File: src/pkg/atms_pkg.sv
// Constants and types of the converter trigger and mode sequencer.
// Assumes a 32-bit AHB-Lite register port and one 25 MHz clock.
// Operation
// Software mode: enabling starts selected channel.
// Completion stores result and raises interrupt.
// Continuous modes restart while enable stays.
// Busy flag set when conversion begins.
// Busy flag low while awaiting hardware trigger.
// Software mode: config write restarts conversion.
// Edge field picks rising, falling or both.
// Hardware mode: enable waits for valid trigger.
// Hardware mode: after result, wait again.
// Hardware mode: trigger during conversion restarts.
// External mode: config write waits, no abort.
// Timer field picks one of three timers.
// Timer mode: config write stops, waits again.
// Operation field selects four sequencing modes.
// Channels 0 to 23, one result each.
// Continuous select repeats channel, interrupt each.
// Continuous scan: 0 to selected, then repeat.
// One-shot select converts once, then stops.
// One-shot scan converts range once, stops.
// Diagnostic adds reference and ground conversions.
// Discharge adds four cycles per conversion.
// Compare enabled gates interrupt on condition.
// Results sit in upper ten bits.
// Interrupt is one-cycle pulse with result.
// Clearing enable returns idle, aborts conversion.
package atms_pkg;
    localparam logic [7:0] OFS_MODE0 = 8'h00;
    localparam logic [7:0] OFS_MODE2 = 8'h04;
    localparam logic [7:0] OFS_CHSEL = 8'h08;
    localparam logic [7:0] OFS_CMPMODE = 8'h0C;
    localparam logic [7:0] OFS_CMPTHR = 8'h10;
    localparam logic [7:0] OFS_RES_BASE = 8'h40;
    localparam logic [7:0] OFS_DIAG_HIGH = 8'hA0;
    localparam logic [7:0] OFS_DIAG_GND = 8'hA4;
    localparam int M0_ENABLE = 7;
    localparam int M0_BUSY = 6;
    localparam int M0_OPMODE = 4;
    localparam int M0_EDGE = 2;
    localparam int M0_HWTRIG = 0;
    localparam int M2_DISC = 0;
    localparam int M2_DIAG = 1;
    localparam int M2_TMR = 2;
    localparam int CMP_EN = 7;
    localparam int CMP_POL = 6;
    localparam int RES_SHIFT = 6;
    localparam logic [7:0] RST_REG8 = 8'h00;
    localparam logic [9:0] RST_RES = 10'h000;
    localparam logic [1:0] EDGE_FALL = 2'h0;
    localparam logic [1:0] EDGE_RISE = 2'h1;
    localparam logic [1:0] TMR_EXT = 2'h0;
    localparam logic [4:0] LAST_CH = 5'h17;
    localparam logic [4:0] SLOT_DIAG_HIGH = 5'h18;
    localparam logic [4:0] SLOT_DIAG_GND = 5'h19;
    localparam logic [3:0] DISC_CYC = 4'h4;
    localparam logic [3:0] SAMPLE_CYC = 4'h8;
    localparam logic [3:0] BIT_CYC = 4'h4;
    typedef enum logic [2:0] {
        ST_IDLE = 3'b001,
        ST_WAIT = 3'b010,
        ST_CONV = 3'b100
    } atms_state_e;
    typedef enum logic [3:0] {
        PH_IDLE = 4'b0001,
        PH_DISC = 4'b0010,
        PH_SAMP = 4'b0100,
        PH_BITS = 4'b1000
    } atms_phase_e;
endpackage : atms_pkg

File: src/verilog/atms_sar.sv
// Successive-approximation stepper: discharge, sample, ten bit trials.
// Assumes an analog comparator outside, answering on cmp_in asynchronously.
`timescale 1ns/10ps
module atms_sar (
    input wire logic clk,
    input wire logic sys_rst,
    input wire logic start,
    input wire logic abort,
    input wire logic discharge_en,
    input wire logic cmp_in,
    output logic done,
    output logic [9:0] result,
    output logic sample_hold,
    output logic discharging
);
    atms_pkg::atms_phase_e phase, next_phase;
    logic [3:0] cnt, next_cnt, bitn, next_bitn;
    logic [9:0] next_sar;
    logic next_done, cmp_meta, cmp_sync;

    always_comb begin
        next_phase = phase;
        next_cnt = cnt;
        next_bitn = bitn;
        next_sar = result;
        next_done = 1'b0;
        if (start) begin
            next_phase = discharge_en ? atms_pkg::PH_DISC : atms_pkg::PH_SAMP;
            next_cnt = (discharge_en ? atms_pkg::DISC_CYC : atms_pkg::SAMPLE_CYC) - 4'h1;
            next_sar = 10'h000;
        end else if (abort) begin
            next_phase = atms_pkg::PH_IDLE;
        end else begin
            unique case (phase)
                atms_pkg::PH_IDLE: next_cnt = 4'h0;
                atms_pkg::PH_DISC, atms_pkg::PH_SAMP: begin
                    next_cnt = cnt - 4'h1;
                    if (cnt == 4'h0 && phase == atms_pkg::PH_DISC) begin
                        next_phase = atms_pkg::PH_SAMP;
                        next_cnt = atms_pkg::SAMPLE_CYC - 4'h1;
                    end else if (cnt == 4'h0) begin
                        next_phase = atms_pkg::PH_BITS;
                        next_cnt = atms_pkg::BIT_CYC - 4'h1;
                        next_bitn = 4'h9;
                        next_sar = 10'h200;
                    end
                end
                atms_pkg::PH_BITS: begin
                    next_cnt = cnt - 4'h1;
                    if (cnt == 4'h0) begin
                        next_sar[bitn] = cmp_sync;
                        next_cnt = atms_pkg::BIT_CYC - 4'h1;
                        if (bitn == 4'h0) begin
                            next_done = 1'b1;
                            next_phase = atms_pkg::PH_IDLE;
                        end else begin
                            next_sar[bitn - 4'h1] = 1'b1;
                            next_bitn = bitn - 4'h1;
                        end
                    end
                end
                default: next_phase = atms_pkg::PH_IDLE;
            endcase
        end
    end

    always_ff @(posedge clk or posedge sys_rst) begin
        if (sys_rst) begin
            phase <= atms_pkg::PH_IDLE;
            cnt <= 4'h0;
            bitn <= 4'h0;
            result <= 10'h000;
            done <= 1'b0;
            cmp_meta <= 1'b0;
            cmp_sync <= 1'b0;
        end else begin
            phase <= next_phase;
            cnt <= next_cnt;
            bitn <= next_bitn;
            result <= next_sar;
            done <= next_done;
            cmp_meta <= cmp_in;
            cmp_sync <= cmp_meta;
        end
    end

    assign sample_hold = (phase == atms_pkg::PH_SAMP);
    assign discharging = (phase == atms_pkg::PH_DISC);
endmodule : atms_sar

File: src/verilog/atms_top.sv
// Converter sequencer: trigger selection, channel sequencing, results, AHB-Lite registers.
// Assumes the analog mux, ladder and comparator outside; timer events on clk.
//
// The register addresses and the AHB-Lite slave port are this design's own decisions.
`timescale 1ns/10ps
module atms_top (
    input wire logic clk,
    input wire logic sys_rst,
    input wire logic hsel,
    input wire logic [31:0] haddr,
    input wire logic [1:0] htrans,
    input wire logic hwrite,
    input wire logic [2:0] hsize,
    input wire logic [31:0] hwdata,
    input wire logic hready,
    output logic hreadyout,
    output logic [31:0] hrdata,
    output logic hresp,
    input wire logic ext_trigger_pin,
    input wire logic timer_event_a,
    input wire logic timer_event_b,
    input wire logic timer_event_c,
    input wire logic cmp_in,
    output logic [4:0] ana_sel,
    output logic sample_hold,
    output logic discharging,
    output logic [9:0] sar_trial,
    output logic conv_busy_flag,
    output logic conv_end_irq
);
    function automatic logic is_cfg(input logic [7:0] a);
        is_cfg = (a == atms_pkg::OFS_MODE0) || (a == atms_pkg::OFS_MODE2) ||
                 (a == atms_pkg::OFS_CHSEL) || (a == atms_pkg::OFS_CMPMODE) ||
                 (a == atms_pkg::OFS_CMPTHR);
    endfunction : is_cfg

    // Bus and register state
    logic dp_write, next_dp_write, rd_pend, next_rd_pend;
    logic [7:0] dp_addr, next_dp_addr;
    logic [31:0] next_hrdata, rd_val;
    logic conv_enable, next_conv_enable, hw_trig, next_hw_trig;
    logic [1:0] op_mode, next_op_mode, edge_sel, next_edge_sel;
    logic [1:0] timer_trig_sel, next_timer_trig_sel;
    logic discharge_enable, next_discharge_enable, diag_enable, next_diag_enable;
    logic [4:0] channel_select_reg, next_channel_select_reg;
    logic compare_enable, next_compare_enable, compare_polarity, next_compare_polarity;
    logic [7:0] compare_threshold_reg, next_compare_threshold_reg;
    logic [9:0] result_reg [0:23];
    logic [9:0] diag_high_result, diag_ground_result;
    logic cfg_wr, m0_wr;
    logic ap_valid;

    assign ap_valid = hsel && htrans[1] && hready;
    // Reads take one wait state so a read right behind a write sees the new value
    assign hreadyout = !rd_pend;
    assign hresp = 1'b0;

    always_comb begin
        next_dp_write = ap_valid && hwrite;
        next_rd_pend = ap_valid && !hwrite;
        next_dp_addr = ap_valid ? haddr[7:0] : dp_addr;
        rd_val = 32'h0000_0000;
        if (dp_addr >= atms_pkg::OFS_RES_BASE && dp_addr < atms_pkg::OFS_DIAG_HIGH &&
            dp_addr[1:0] == 2'h0) begin
            rd_val[15:0] = {result_reg[5'(dp_addr[7:2] - 6'h10)], 6'h00};
        end else begin
            case (dp_addr)
                atms_pkg::OFS_MODE0: rd_val[7:0] = {conv_enable, conv_busy_flag, op_mode,
                                                    edge_sel, 1'b0, hw_trig};
                atms_pkg::OFS_MODE2: rd_val[3:0] = {timer_trig_sel, diag_enable,
                                                    discharge_enable};
                atms_pkg::OFS_CHSEL: rd_val[4:0] = channel_select_reg;
                atms_pkg::OFS_CMPMODE: rd_val[7:6] = {compare_enable, compare_polarity};
                atms_pkg::OFS_CMPTHR: rd_val[7:0] = compare_threshold_reg;
                atms_pkg::OFS_DIAG_HIGH: rd_val[15:0] = {diag_high_result, 6'h00};
                atms_pkg::OFS_DIAG_GND: rd_val[15:0] = {diag_ground_result, 6'h00};
                default: rd_val = 32'h0000_0000;
            endcase
        end
        next_hrdata = rd_pend ? rd_val : hrdata;
    end

    always_comb begin
        next_conv_enable = conv_enable;
        next_op_mode = op_mode;
        next_edge_sel = edge_sel;
        next_hw_trig = hw_trig;
        next_discharge_enable = discharge_enable;
        next_diag_enable = diag_enable;
        next_timer_trig_sel = timer_trig_sel;
        next_channel_select_reg = channel_select_reg;
        next_compare_enable = compare_enable;
        next_compare_polarity = compare_polarity;
        next_compare_threshold_reg = compare_threshold_reg;
        m0_wr = dp_write && (dp_addr == atms_pkg::OFS_MODE0);
        cfg_wr = dp_write && is_cfg(dp_addr);
        if (dp_write) begin
            case (dp_addr)
                atms_pkg::OFS_MODE0: begin
                    next_conv_enable = hwdata[atms_pkg::M0_ENABLE];
                    next_op_mode = hwdata[atms_pkg::M0_OPMODE +: 2];
                    next_edge_sel = hwdata[atms_pkg::M0_EDGE +: 2];
                    next_hw_trig = hwdata[atms_pkg::M0_HWTRIG];
                end
                atms_pkg::OFS_MODE2: begin
                    next_discharge_enable = hwdata[atms_pkg::M2_DISC];
                    next_diag_enable = hwdata[atms_pkg::M2_DIAG];
                    next_timer_trig_sel = hwdata[atms_pkg::M2_TMR +: 2];
                end
                atms_pkg::OFS_CHSEL: next_channel_select_reg = (hwdata[4:0] > atms_pkg::LAST_CH) ?
                    atms_pkg::LAST_CH : hwdata[4:0];
                atms_pkg::OFS_CMPMODE: begin
                    next_compare_enable = hwdata[atms_pkg::CMP_EN];
                    next_compare_polarity = hwdata[atms_pkg::CMP_POL];
                end
                atms_pkg::OFS_CMPTHR: next_compare_threshold_reg = hwdata[7:0];
                default: next_hw_trig = hw_trig;
            endcase
        end
    end

    always_ff @(posedge clk or posedge sys_rst) begin
        if (sys_rst) begin
            dp_write <= 1'b0;
            rd_pend <= 1'b0;
            dp_addr <= atms_pkg::RST_REG8;
            hrdata <= 32'h0000_0000;
            conv_enable <= 1'b0;
            op_mode <= 2'h0;
            edge_sel <= 2'h0;
            hw_trig <= 1'b0;
            discharge_enable <= 1'b0;
            diag_enable <= 1'b0;
            timer_trig_sel <= 2'h0;
            channel_select_reg <= 5'h00;
            compare_enable <= 1'b0;
            compare_polarity <= 1'b0;
            compare_threshold_reg <= atms_pkg::RST_REG8;
        end else begin
            dp_write <= next_dp_write;
            rd_pend <= next_rd_pend;
            dp_addr <= next_dp_addr;
            hrdata <= next_hrdata;
            conv_enable <= next_conv_enable;
            op_mode <= next_op_mode;
            edge_sel <= next_edge_sel;
            hw_trig <= next_hw_trig;
            discharge_enable <= next_discharge_enable;
            diag_enable <= next_diag_enable;
            timer_trig_sel <= next_timer_trig_sel;
            channel_select_reg <= next_channel_select_reg;
            compare_enable <= next_compare_enable;
            compare_polarity <= next_compare_polarity;
            compare_threshold_reg <= next_compare_threshold_reg;
        end
    end

    // Trigger detection; the pin is asynchronous, timer events share clk
    logic ext_meta, ext_sync, ext_prev, ext_edge, trig, tmr_mode;
    logic [2:0] tmr_now, tmr_prev, tmr_rise;

    assign tmr_now = {timer_event_c, timer_event_b, timer_event_a};
    assign tmr_rise = tmr_now & ~tmr_prev;
    assign tmr_mode = (timer_trig_sel != atms_pkg::TMR_EXT);
    always_comb begin
        unique case (edge_sel)
            atms_pkg::EDGE_FALL: ext_edge = !ext_sync && ext_prev;
            atms_pkg::EDGE_RISE: ext_edge = ext_sync && !ext_prev;
            default: ext_edge = ext_sync != ext_prev;
        endcase
        trig = hw_trig && (tmr_mode ? tmr_rise[2'(timer_trig_sel - 2'h1)] : ext_edge);
    end

    always_ff @(posedge clk or posedge sys_rst) begin
        if (sys_rst) begin
            ext_meta <= 1'b0;
            ext_sync <= 1'b0;
            ext_prev <= 1'b0;
            tmr_prev <= 3'h0;
        end else begin
            ext_meta <= ext_trigger_pin;
            ext_sync <= ext_meta;
            ext_prev <= ext_sync;
            tmr_prev <= tmr_now;
        end
    end

    // Sequencer
    atms_pkg::atms_state_e state, next_state;
    logic [4:0] slot, next_slot, first_slot, cmp_ch;
    logic rewait, next_rewait, next_irq, sar_start, sar_abort, sar_done;
    logic scan, last_ch, seq_end, go_first, cmp_ok;
    logic [7:0] cmp_val;
    logic [9:0] sar_result;

    atms_sar u_sar (
        .clk(clk),
        .sys_rst(sys_rst),
        .start(sar_start),
        .abort(sar_abort),
        .discharge_en(discharge_enable),
        .cmp_in(cmp_in),
        .done(sar_done),
        .result(sar_result),
        .sample_hold(sample_hold),
        .discharging(discharging)
    );
    assign sar_trial = sar_result;
    assign ana_sel = slot;
    assign conv_busy_flag = (state == atms_pkg::ST_CONV);

    always_comb begin
        scan = op_mode[0];
        last_ch = !scan || (slot == channel_select_reg);
        seq_end = (slot == atms_pkg::SLOT_DIAG_GND) ||
                  (slot < atms_pkg::SLOT_DIAG_HIGH && last_ch && !diag_enable);
        first_slot = next_op_mode[0] ? 5'h00 : next_channel_select_reg;
        // Scan compares channel 0 only, select compares the converted channel
        cmp_ch = scan ? 5'h00 : channel_select_reg;
        cmp_val = (slot == cmp_ch) ? sar_result[9:2] : result_reg[cmp_ch][9:2];
        cmp_ok = !compare_enable || (compare_polarity ? (cmp_val < compare_threshold_reg) :
                                     (cmp_val >= compare_threshold_reg));
        next_state = state;
        next_slot = slot;
        next_rewait = 1'b0;
        next_irq = 1'b0;
        sar_abort = 1'b0;
        go_first = 1'b0;
        if (cfg_wr && !next_conv_enable) begin
            next_state = atms_pkg::ST_IDLE;
            sar_abort = 1'b1;
        end else begin
            unique case (state)
                atms_pkg::ST_IDLE: begin
                    if (m0_wr && next_conv_enable && next_hw_trig) begin
                        next_state = atms_pkg::ST_WAIT;
                    end else if (m0_wr && next_conv_enable) begin
                        go_first = 1'b1;
                    end
                end
                atms_pkg::ST_WAIT: go_first = trig || (m0_wr && !next_hw_trig);
                atms_pkg::ST_CONV: begin
                    if (trig) begin
                        go_first = 1'b1;
                    end else if (cfg_wr && !hw_trig) begin
                        go_first = 1'b1;
                    end else if (cfg_wr && tmr_mode) begin
                        next_state = atms_pkg::ST_WAIT;
                        sar_abort = 1'b1;
                    end else if (sar_done && (cfg_wr || rewait)) begin
                        next_state = atms_pkg::ST_WAIT;
                    end else if (sar_done && !seq_end) begin
                        next_slot = (slot == atms_pkg::SLOT_DIAG_HIGH) ? atms_pkg::SLOT_DIAG_GND :
                                    (!last_ch) ? slot + 5'h01 : atms_pkg::SLOT_DIAG_HIGH;
                    end else if (sar_done) begin
                        next_irq = cmp_ok;
                        if (hw_trig) begin
                            next_state = atms_pkg::ST_WAIT;
                        end else if (!op_mode[1]) begin
                            go_first = 1'b1;
                        end else begin
                            next_state = atms_pkg::ST_IDLE;
                        end
                    end else begin
                        next_rewait = rewait || cfg_wr;
                    end
                end
                default: next_state = atms_pkg::ST_IDLE;
            endcase
        end
        if (go_first) begin
            next_state = atms_pkg::ST_CONV;
            next_slot = first_slot;
        end
        sar_start = go_first || (next_slot != slot);
    end

    always_ff @(posedge clk or posedge sys_rst) begin
        if (sys_rst) begin
            state <= atms_pkg::ST_IDLE;
            slot <= 5'h00;
            rewait <= 1'b0;
            conv_end_irq <= 1'b0;
        end else begin
            state <= next_state;
            slot <= next_slot;
            rewait <= next_rewait;
            conv_end_irq <= next_irq;
        end
    end

    // Results land in the same edge as the interrupt pulse
    always_ff @(posedge clk or posedge sys_rst) begin
        if (sys_rst) begin
            for (int i = 0; i <= 23; i++) begin
                result_reg[i] <= atms_pkg::RST_RES;
            end
            diag_high_result <= atms_pkg::RST_RES;
            diag_ground_result <= atms_pkg::RST_RES;
        end else if (sar_done && state == atms_pkg::ST_CONV) begin
            if (slot == atms_pkg::SLOT_DIAG_HIGH) begin
                diag_high_result <= sar_result;
            end else if (slot == atms_pkg::SLOT_DIAG_GND) begin
                diag_ground_result <= sar_result;
            end else begin
                result_reg[slot] <= sar_result;
            end
        end
    end

    // Checks
    logic sw_start_wr;
    assign sw_start_wr = m0_wr && next_conv_enable && !next_hw_trig;

    start_busy_a: assert property (@(posedge clk) disable iff (sys_rst)
        sar_start |=> conv_busy_flag) else $error("busy flag not set at start");
    // The stepper must be out of discharge and sample too, or a wait could still be converting behind the flag
    wait_idle_a: assert property (@(posedge clk) disable iff (sys_rst)
        state == atms_pkg::ST_WAIT |-> !conv_busy_flag && !sample_hold && !discharging)
        else $error("busy while waiting");
    irq_pulse_a: assert property (@(posedge clk) disable iff (sys_rst)
        conv_end_irq |=> !conv_end_irq) else $error("interrupt longer than one cycle");
    irq_cause_a: assert property (@(posedge clk) disable iff (sys_rst)
        conv_end_irq |-> $past(sar_done)) else $error("interrupt without completion");
    sw_start_a: assert property (@(posedge clk) disable iff (sys_rst)
        sw_start_wr && state != atms_pkg::ST_CONV |-> sar_start ##1 conv_busy_flag)
        else $error("software enable did not start");
    dis_idle_a: assert property (@(posedge clk) disable iff (sys_rst)
        m0_wr && !next_conv_enable |=> state == atms_pkg::ST_IDLE && !discharging)
        else $error("disable did not idle");
    trig_restart_a: assert property (@(posedge clk) disable iff (sys_rst)
        state == atms_pkg::ST_CONV && trig && !(cfg_wr && !next_conv_enable)
        |-> sar_start ##1 slot == $past(first_slot)) else $error("trigger did not restart");
    // A restart inside the discharge legally stretches it, so only clean runs are judged
    disc_len_a: assert property (@(posedge clk) disable iff (sys_rst)
        sar_start && discharge_enable ##1 (!sar_start && !sar_abort) [*4]
        |=> sample_hold && $past(discharging) && $past(discharging, 4))
        else $error("discharge length wrong");
    tmr_stop_a: assert property (@(posedge clk) disable iff (sys_rst)
        state == atms_pkg::ST_CONV && cfg_wr && next_conv_enable && hw_trig && tmr_mode
        && !trig |=> state == atms_pkg::ST_WAIT) else $error("timer mode write did not stop");
    one_shot_a: assert property (@(posedge clk) disable iff (sys_rst)
        conv_end_irq && op_mode[1] && !hw_trig && !$past(cfg_wr) |-> state == atms_pkg::ST_IDLE)
        else $error("one-shot did not stop");

    scan_irq_c: cover property (@(posedge clk) disable iff (sys_rst)
        conv_end_irq && scan && channel_select_reg > 5'h01);
    diag_c: cover property (@(posedge clk) disable iff (sys_rst)
        sar_done && slot == atms_pkg::SLOT_DIAG_GND);
    ext_restart_c: cover property (@(posedge clk) disable iff (sys_rst)
        state == atms_pkg::ST_CONV && trig && !tmr_mode);
endmodule : atms_top

File: config.mk
export PLATFORM = sky130hd
export DESIGN_NAME = atms_top
export DESIGN_NICKNAME = d
export VERILOG_FILES = /design/src/pkg/atms_pkg.sv /design/src/verilog/atms_sar.sv /design/src/verilog/atms_top.sv
export SDC_FILE = /design/constraint.sdc
export NUM_CORES = 1
export LEC_CHECK = 0
export ABC_AREA = 1
export BUFFER_PORTS_ARGS = -buffer_cell sky130_fd_sc_hd__buf_2
export CELL_PAD_IN_SITES_DETAIL_PLACEMENT = 2
export CELL_PAD_IN_SITES_GLOBAL_PLACEMENT = 2
export CORE_MARGIN = 2
export CORE_UTILIZATION = 41
export CTS_BUF_LIST = sky130_fd_sc_hd__clkbuf_8
export CTS_CLUSTER_DIAMETER = 30
export CTS_CLUSTER_SIZE = 28
export DETAILED_ROUTE_END_ITERATION = 10
export GPL_TIMING_DRIVEN = 0
export MAX_ROUTING_LAYER = met4
export PLACE_DENSITY_LB_ADDON = 0.1
export SETUP_SLACK_MARGIN = 0.02
export SLEW_MARGIN = 40
export SYNTH_ARGS = -nofsm -noshare
export SYNTH_HDL_FRONTEND = slang
export SYNTH_SLANG_ARGS = --single-unit
File: constraint.sdc
create_clock -name clk -period 27.6 [get_ports clk]
set_input_delay 5.52 -clock clk [delete_from_list [all_inputs] [get_ports clk]]
set_output_delay 5.52 -clock clk [all_outputs]
set_load 0.03 [all_outputs]
After elaboration in Yosys (flattened, before gate mapping) --
Index checks and enable logic that the tools add are counted. W data, S select, Z words.
Word-level totals: register bits after elaboration 352, logic and storage cells 319, input port bits 79
Cells by class: mux-type cells 123, $lt $le $gt $ge 15, reduce and logical (&&, ||, !) cells 69, bitwise logic cells 10, add/sub/neg operators 6, equality and inequality tests 39
Operators with widths (count):
- $bwmux W240 | 1
- $mux W10 | 11
- $bmux W10 S5 | 2
- $mux W5 | 15
- $mux W4 | 15
- $demux W10 S5 | 1
- $mux W1 | 48
- $mux W3 | 12
- $logic_and A1 B1 Y1 | 26
- $pmux W4 S3 | 2
- $pmux W10 S2 | 1
- $ge A6 B6 Y1 const B | 3
- $not A5 Y6 | 3
- $eq A8 B4 Y1 const B | 2
- $eq A8 B8 Y1 const B | 2
- $mux W16 | 1
- $pmux W4 S4 | 1
- $pmux W8 S2 | 1
- $reduce_and A7 Y1 | 2
- $reduce_and A2 Y1 | 6
- $sub A4 B1 Y4 const B | 3
- $logic_not A1 Y1 | 11
- $bwmux W10 | 1
- $eq A5 B5 Y1 | 2
- 60 further kinds | 90

Logic depth before layout (Yosys ltp) --
Gate-level depths: netlist (run 1).
word-level depth 19, mapped depth 24

By module --
From an unflattened synthesis (run 1), not the netlist that was laid out.
Second synthesis, totals: cell total of the unflattened synthesis 2333, area, all modules 18597.8 um2
By module, submodules not included:
- atms_top | sequential area each 8184.1 um2, area each 16903.7 um2, cells an instance 2095, times used 1
- atms_sar | sequential area each 626.9 um2, area each 1694.1 um2, cells an instance 238, times used 1

Worst setup path before layout (run 1) --
No wires, ideal clock.
kind input port to flip-flop, start point input timer_event_a, end point register u_sar.bitn[0], buffers on the path 0, path slack 20.335 ns, arrival 7.147 ns, cell stages on the path 18, setup time 0.118 ns, path through nand3_1 nand2_1 nand2_1 nand3_1 nand3_1 nand2_1 nor2_1 nand2_2 o21ai_0 nand2_2 nand3_1 nand2_1 nor2_4 nand2_2 nor2_4 nand3_2 nand2_1 nand2_1
On the way: longest elaborated chain between the ends 13, elaborated cells between the ends (all ways) 21
Ends and longest elaborated chain:
- start: declaration | line atms_top.sv:20 | input wire logic timer_event_a,
- $and A3 B3 Y3 * | line atms_top.sv:163 | assign tmr_rise = tmr_now & ~tmr_prev;
- $bmux W1 S2 * | line atms_top.sv:171 | trig = hw_trig && (tmr_mode ? tmr_rise[2'(timer_trig_sel - 2'h1)] : ext_edge);
- $mux W1 (not written as such) * | line atms_top.sv:171
- $mux W1 * | line atms_top.sv:171
- $logic_and A1 B1 Y1 * | line atms_top.sv:171
- $mux W1, or another cell as far along | line atms_top.sv:243 | if (trig) begin
- $pmux W1 S3 / $mux W5 (equally long branches) | line atms_top.sv:233 | unique case (state)
- $mux W1 / $mux W5 (equally long branches) | line atms_top.sv:229 | if (cfg_wr && !next_conv_enable) begin
- $mux W5 | line atms_top.sv:271 | if (go_first) begin
- $ne A5 B5 Y1 | line atms_top.sv:275 | sar_start = go_first || (next_slot != slot);
- $logic_or A1 B1 Y1 | line atms_top.sv:275
- $not A1 Y1 (no line)
- $reduce_and A7 Y1 (no line) *
- end signal: assignment | line atms_sar.sv:79 | bitn <= next_bitn;
- end: declaration | line atms_sar.sv:17 | logic [3:0] cnt, next_cnt, bitn, next_bitn;
Every way passes the cells marked *; elsewhere a longest branch is shown, timed or not. The select of a mux whose other input is x is not followed. A chain may end at the register's enable or synchronous reset.

Final worst setup path (run 1) --
start point register rd_pend, end point output hreadyout
On the way: longest elaborated chain between the ends 1
Ends and longest elaborated chain:
- start: declaration | line atms_top.sv:38 | logic dp_write, next_dp_write, rd_pend, next_rd_pend;
- start signal: assignment | line atms_top.sv:141 | rd_pend <= next_rd_pend;
- $logic_not A1 Y1 | line atms_top.sv:55 | assign hreadyout = !rd_pend;
- end: declaration | line atms_top.sv:16 | output logic hreadyout,
No other way between the ends.

==> summary by stage, run 1 <==
Flow run
Max-cap violations in this run came to 0.

Die
The die extent in x is about 220 um. The initialized floorplan defines 78 standard-cell rows. After floorplanning, the core was sized to cover approximately 45000 sq um.

The number of placed I/O pins is between 100 and 150. Measured along the y axis, the die boundary spans 217.8 um. Once the floorplan was initialized, standard cells occupied 41.39% of the core. The floorplan step defined a die boundary enclosing 47440 sq um.

Detailed routing
In the final routed layout, each cell accounts on average for 30.10 um. Across all layers, the routed design uses around 20000 vias. The residual DRC count is 0.

The remaining number of nets flagged by the antenna check after routing is 0. The average vias per placed instance is around 6.2. For this block, the routed nets add up to around 97000 um of wire. The number of DRC markers after the initial detailed-route iteration is ~1900.

The first TritonRoute pass finished after 6 iterations.

Final layout
The net count of the finished layout is 2630. The number of filler cells placed in the layout is 5080. Compared with the post-synthesis result, the final layout area differs by 18.68%. Leaving out fill and tap cells, the most frequent cell in the layout is nand2_1.

The sequential cell area is 8811 sq um. The register with the most flip-flops in the layout has between 200 and 250 of them. The finished layout holds roughly 3200 standard cells, fillers aside. In the final layout, the multi-input gates occupy approximately 8500 sq um. The top cell types in the final layout, fill and taps aside, are nand2_1 (612), o21ai_0 (377), dfrtp_1 (350).

The fraction of final layout cells with drive strength greater than 1 is roughly an eighth.

Logic synthesis
Yosys mapped the design onto 61 distinct sky130hd cell types. For this run, the number of Yosys warnings is 0. The netlist area before placement is roughly 19000 sq um.

In the synthesized netlist, the number of instances is 2349. The dominant synthesized flop cell is dfrtp_1. A synthesized cell averages ~8.0 sq um. Of the synthesized area, sequential elements account for between 40% and 50%. The fraction of registers with async set or reset after synthesis is 100.0%.

Yosys mapped a number of flops with a built-in enable equal to 0. The number of register bits inferred by synthesis is about 350.

Critical path
The maximum fanout count along the critical path is 10. The required time of the worst setup path is approximately 22 ns. The largest single stage delay on the critical path is 0.47 ns. The worst setup path is captured at an output port. The endpoint of the worst-slack reg-to-reg timing path is conv_end_irq$_DFF_PP0_. The worst setup slack for register-to-register paths is 22.07 ns. Broken down by cell family, the worst path's largest delay share belongs to buffers and inverters.

The arrival time of the worst setup path is a little under 2 ns. The cell with the largest stage delay on the worst path is dfrtp_1. The critical path goes through inv_1 -> clkbuf_1 -> buf_2. The critical path contains buffers and inverters numbering 3 combined. In this run the critical register-to-register path is launched from channel_select_reg[0]$_DFF_PP0_. STA classifies the critical path startpoint as a register.

The critical path class is reg -> out. The worst register-to-register path has a depth of 16.

Clock network
Clock tree synthesis selected as its root buffer the cell clkbuf_8. The number of clock buffers inserted by TritonCTS is 95. The clock insertion delay at the later pin of the skew report is approximately 0.72 ns. The count of H-tree levels built during CTS is 3. Once the clock tree was built, the resizer swapped 0 gates to a different size. The number of hold buffers added after cts is 0. The CTS tree is built. The clock-pin slew on the worst setup and hold paths is around 0.06 ns. No sink is reached through more buffers than the 3 on the longest clock path. The clock sink total is about 350. The number of setup buffers added after CTS is 0.

Place
The estimated wirelength of the detail-placed design is roughly 66000 um. Routability-driven placement finished with a final weighted congestion of roughly 0.98. After detailed placement, the design holds a cell count of approximately 3000.

The quantity of I/O buffers inserted on ports is slightly above 60.

GRT
Global routing used between 40% and 50% of the available tracks. Entering global routing, the biggest net connects between 70 and 80 pins. After global routing the overflow that remains totals 0.

The via count of the first global-routing pass is between 20000 and 25000. The number of antenna violations at the first check in global routing is 2. The first global-routing pass estimated around 150000 um of wire.

Hold path
The class of the worst hold path is reg -> reg. The beginning of the worst hold path is u_sar.cmp_meta$_DFF_PP0_. The path with the worst hold slack has its endpoint at u_sar.cmp_sync$_DFF_PP0_. The worst hold path depth is 0.

STA
Across the routed clock network, the largest skew measured is approximately 0.031 ns. The final max-slew violation count was 0. The shortest clock period the worst path allows after layout is 7.484 ns. After layout, the worst path uses about 27% of the clock period. After routing, the total negative slack on setup checks comes to 0 ns.

Setup repair after global routing left no endpoint under its margin. The number of failing setup endpoints in the final timing report is 0. Static timing analysis puts the maximum clock frequency at approximately 130 MHz. The slew at the pin closest to its max-slew limit is 1.015 ns. In this run the tightest slew margin relative to its limit is between 30% and 40%. The number of hold violations in the final report came to 0.

Outcome
The run finished with clean final reports.

Power and ir drop
For this design the static power due to leakage is roughly 10 nW. Across the VDD grid, the largest voltage drop is roughly 0.084 mV. Power spread over the standard cell area amounts to ~69 nW/um^2.
==> kinds of logic (layout without fill, tap and decap cells) <==
group           count (synthesis)  after routing  share of synthesized area, %
other cells                     1             19                       0.02001
flops                         352            352                         47.01
simple gates                  917            917                         20.95
xor+xnor                        6              6                        0.2804
compound gates                673            673                         21.86
fa+ha+maj                      23             23                         1.535
buf+inv                       370            612                         7.964
mux                             7              7                        0.3805
==> metrics by stage <==
step / hold WS [ns] / total power, mW / worst slack (ns) / area [sq um] / util, %
2_1_floorplan: 0.3312 / 0.6387 / 12.32 / 18800 / -
3_3_place_gp: 0.3322 / 0.7242 / 8.266 / 19860 / 43.87
3_5_place_dp: 0.3358 / 0.7316 / 19.74 / 20010 / 44.19
4_1_cts: 0.3417 / 1.539 / 20.08 / 22220 / 49.08
5_1_grt: 0.3609 / 1.577 / 19.98 / 22250 / 49.12
6_report: 0.3456 / 1.543 / 20.12 / 22250 / 49.12
==> worst reg2reg max path, cell delays in order (launching register included) <==
cell and delay, ns:
dfrtp_1 0.51, inv_2 0.23, nor2_1 0.30, clkbuf_1 0.45, clkbuf_1 0.60, a221oi_1 0.16, o311ai_0 0.77, o211ai_1 0.36
a31oi_1 0.31, ha_1 0.30, a21oi_1 0.19, nor2_1 0.08, a211oi_1 0.27, nand2_1 0.09, nor2_1 0.11, a21oi_1 0.08
a2111oi_0 0.55
==> worst max-delay path by stage <==
stage	from	to	slack, ns	depth (start not counted)
finish	rd_pend$_DFF_PP0_	hreadyout	20.12	3
global route	timer_event_a	u_sar.bitn[1]$_DFFE_PP0P_	19.98	21
CTS	u_sar.phase[2]$_DFFE_PP0P_	discharging	20.08	4
detailed placement	timer_event_a	u_sar.bitn[1]$_DFFE_PP0P_	19.74	19
global placement	sys_rst	u_sar.bitn[1]$_DFFE_PP0P_	8.27	2
floorplan	sys_rst	ana_sel[0]$_DFF_PP0_	12.32	1
==> report_power, final <==
part           leakage (nW)  internal [mW]  switching, mW
Sequential             4.73          0.527         0.0159
Clock                  1.18          0.493          0.314
Combinational          4.13         0.0350          0.158
Total                  10.0           1.05          0.488
==> cell type report <==
class,instances,share of cell area [%]
sequential,352,39.61
multi-input combinational,1643,38.35
clock buffer,111,6.868
inverter,199,3.437
tap,600,3.375
buffer,171,3.364
clock inverter,65,3.088
timing repair buffer,66,1.890
antenna,2,0.02250
==> synthesized netlist by cell type (23+ instances only) <==
master	n	area, sq um
o21ai_0	377	1887
nand3_1	98	490.5
a21oi_1	63	315.3
a221oi_1	42	367.9
nand4_1	37	231.5
ha_1	23	287.8
dfrtp_1	350	8758
nand2_1	612	2297
clkbuf_1	145	544.3
inv_1	183	686.9
nor2_1	104	390.4
a22oi_1	61	457.9
==> per-layer routing <==
metal / track usage, % / share of wire (%)
met1: 50.48 / 40
met2: 68.14 / 48
met4: 21.97 / 5.5
met5: - / 0
met3: 9.470 / 6.8
No activity file was read; power rests on OpenSTA's default activity.
==> run 2, diff against run 1 <==
CORE_UTILIZATION = 38   (was 41)
clock period = 7.5 ns   (was 27.6 ns; I/O delays follow)
==> summary by stage, run 2 (synthesized netlist as in run 1, its figures left out) <==
Clock network
The clock sink total is 352 (unchanged). The maximum clock insertion buffer count is 3 (unchanged). The number of instances resized during post-cts repair is 0 (unchanged). The CTS tree is built (unchanged). The clock insertion delay at the later pin of the skew report was 0.71 ns (was 0.72 ns). The cell at the root of the clock tree is clkbuf_8 (unchanged).

The number of setup buffers added after CTS was 0 (unchanged). The number of clock buffers inserted by TritonCTS is 101 (was 95). The clock-pin slew on the worst setup and hold paths is 0.05 ns (was 0.06 ns).

The count of H-tree levels built during CTS came to 3 (unchanged). The number of hold buffers added after cts is 0 (unchanged).

Hold path
The class of the worst hold path is reg -> reg (unchanged).

STA
RSZ-0062 raised after global routing: false (unchanged). The shortest clock period the worst path allows after layout is approximately 5.5 ns. The achievable clock frequency is ~180 MHz. The slew at the pin closest to its max-slew limit is 0.9925 ns (was 1.015 ns).

The number of hold violations in the final report is 0 (unchanged). The clock skew was 0.04153 ns (was 0.03079 ns). The worst slack on hold paths was 0.3494 ns (was 0.3456 ns). Dividing the final minimum period by the clock period gives between 70 and 80%. The worst slew margin relative to its limit is 33.54% (was 32.31%). The final max-slew violation count was 0 (unchanged). The setup TNS is 0 ns (unchanged). The number of failing setup endpoints in the final timing report is 0 (unchanged).

Die
The number of cell rows is 81 (was 78). The die extent in x came to 226.1 um (was 217.8 um). The area of the core is 48850 sq um (was 45280 sq um). The die area is 51120 sq um (was 47440 sq um). The number of placed I/O pins is 132 (unchanged).

The die boundary height was 226.1 um (was 217.8 um). The starting density of the core is 38.37% (was 41.39%).

Final layout
The layout net count is 2650 (was 2630). The number of filler cells placed in the layout is 5597 (was 5080). The fraction of final layout cells with drive strength greater than 1 came to 14.18% (was 13.12%). Commonest cells after routing, fill and taps aside: nand2_1 (612), o21ai_0 (377), dfrtp_1 (350) (unchanged). The synthesis-to-finish area growth is 22.40% (was 18.68%). The non-filler instance count after layout came to 3297 (was 3209). The final design area excluding fillers is 22940 sq um (was 22250 sq um). The most common cell after layout, fill and taps aside is nand2_1 (unchanged). The number of flip-flops in the largest register was 240 (unchanged).

Power and ir drop
The power per cell area is 262.2 nW/um^2 (was 69.35 nW/um^2). The worst supply voltage drop on vdd is 0.1440 mV (was 0.08395 mV). The final total power is 6.014 mW (was 1.543 mW). The standby leakage power was 10.34 nW (was 10.03 nW).

Critical path
The maximum single-stage delay on the critical path was 0.77 ns (was 0.47 ns). The cell with the largest stage delay on the worst path is o311ai_0 (was dfrtp_1). The required time of the worst setup path is 8.00 ns (was 22.08 ns). The critical path's top delay family is compound AO/OA/AOI/OAI gates (was buffers and inverters). The maximum fanout count along the critical path is 10 (unchanged).

The most numerous cell type found on the critical path is nor2_1. The nature of the critical path startpoint is a register (unchanged). The buffering stage count on the worst path with inverters included is 3 (unchanged). The kind of end point of the critical path is a register (was output port). The critical path class is reg -> reg (was reg -> out).

The arrival time of the worst setup path was 6.00 ns (was 1.96 ns). Critical Path, Cell by Cell: inv_2 -> nor2_1 -> clkbuf_1 -> clkbuf_1 -> a221oi_1 -> o311ai_0 -> o211ai_1 -> a31oi_1 -> ha_1 -> a21oi_1 -> nor2_1 -> a211oi_1 -> nand2_1 -> nor2_1 -> a21oi_1 -> a2111oi_0 (was inv_1 -> clkbuf_1 -> buf_2).

GRT
The via count of the first global-routing pass is 21683 (was 22258). The overall fraction of global-route tracks in use is 37.93% (was 42.59%). The number of antenna violations at the first check in global routing is 2 (unchanged). The aggregate global routing overflow came to 0 (unchanged). The global-route wire length before repair is 139000 um (was 145500 um). The largest net degree at the start of global routing came to 26 (was 79).

Outcome
Run status: complete, no violations (unchanged).

Detailed routing
The number of DRC markers after the initial detailed-route iteration is 1617 (was 1894). The residual DRC count came to 0 (unchanged). The average wire length per cell after detail routing is 28.04 um (was 30.10 um). The total wire length after detailed routing is 92450 um (was 96590 um). The remaining number of nets flagged by the antenna check after routing is 0 (unchanged). The number of detailed-route iterations in the first pass is 5 (was 6). The number of vias in the routed layout is 19720 (was 19937). The average vias per placed instance is 5.981 (was 6.213).

Place
The estimated wirelength of the detail-placed design came to 67580 um (was 66030 um). The placement-stage cell area is 20400 sq um (was 20010 sq um). The number of placed cells counting well taps came to 3109 (was 3031). The quantity of I/O buffers inserted on ports is 62 (unchanged). The last weighted congestion value of the routability-driven placer is 0.9726 (was 0.9847).

Flow run
The max-cap check violation count is 0 (unchanged).
## run 2: cell count changes in the layout (fill, tap and decap cells not counted), sizes merged
cell / before / now
clkbuf: 256 / 263
bufinv: 13 / 21
inv: 214 / 212
clkinv: 28 / 26
clkdlybuf4s18: 0 / 1
buf: 92 / 105
clkinvlp: 9 / 8
## run 2: worst reg2reg max path, cell delays in order (launching register included)
cell       delay [ns]
dfrtp_1          0.49
inv_2            0.24
nor2_1           0.32
clkbuf_1         0.40
clkbuf_1         0.55
a221oi_1         0.16
o311ai_0         0.77
o211ai_1         0.40
a31oi_1          0.30
ha_1             0.29
a21oi_1          0.17
nor2_1           0.06
a211oi_1         0.29
nand2_1          0.09
nor2_1           0.10
a21oi_1          0.07
a2111oi_0        0.61
## run 2: path summary, 6_finish.rpt
kind                                                       from  slack (ns)  depth (start not counted)                          to
worst min register to register         u_sar.cmp_meta$_DFF_PP0_        0.35                          0    u_sar.cmp_sync$_DFF_PP0_
worst max-delay path            channel_select_reg[0]$_DFF_PP0_        2.00                         16      conv_end_irq$_DFF_PP0_
worst max register to register  channel_select_reg[0]$_DFF_PP0_        2.00                         16      conv_end_irq$_DFF_PP0_
min in group asynchronous                               sys_rst        0.78                          2  result_reg[61]$_DFFE_PP0P_
worst min-delay path                   u_sar.cmp_meta$_DFF_PP0_        0.35                          0    u_sar.cmp_sync$_DFF_PP0_
max in group asynchronous                               sys_rst        5.18                          8  u_sar.phase[0]$_DFFE_PP1P_
## run 2: per-layer routing
layer / GRT usage (%) / share of wire [%]
met1: 45.63 / 41
met2: 60.10 / 47
met3: 7.793 / 6.8
met4: 19.99 / 5.8
met5: - / 0
## run 2: area by class of cell
| type | count | area [sq um] | area share [%] |
|---|---|---|---|
| multi-input cells | 1643 | 8522 | 37.15 |
| plain buffers | 171 | 754.5 | 3.289 |
| inverters | 199 | 760.7 | 3.316 |
| clock inverters | 68 | 897.1 | 3.911 |
| repair buffers | 80 | 735.7 | 3.207 |
| flip-flops and latches | 352 | 8811 | 38.41 |
| well taps | 664 | 830.8 | 3.621 |
| diodes | 2 | 5.005 | 0.02182 |
| clock buffers | 118 | 1624 | 7.079 |
## run 2: stage by stage
step | util, % | setup WS (ns)
after CTS | 46.93 | 1.985
after floorplan | - | 1.287
after detailed placement | 41.77 | 2.100
after global routing | 46.96 | 1.778
after global placement | 40.84 | -1.057
final | 46.96 | 2.002
## run 2: power by group
group	internal, mW	leakage [nW]	switching [mW]
combinational	0.145	4.28	0.574
clock	2.17	1.32	1.13
sequential	1.94	4.73	0.0535
total	4.25	10.3	1.76
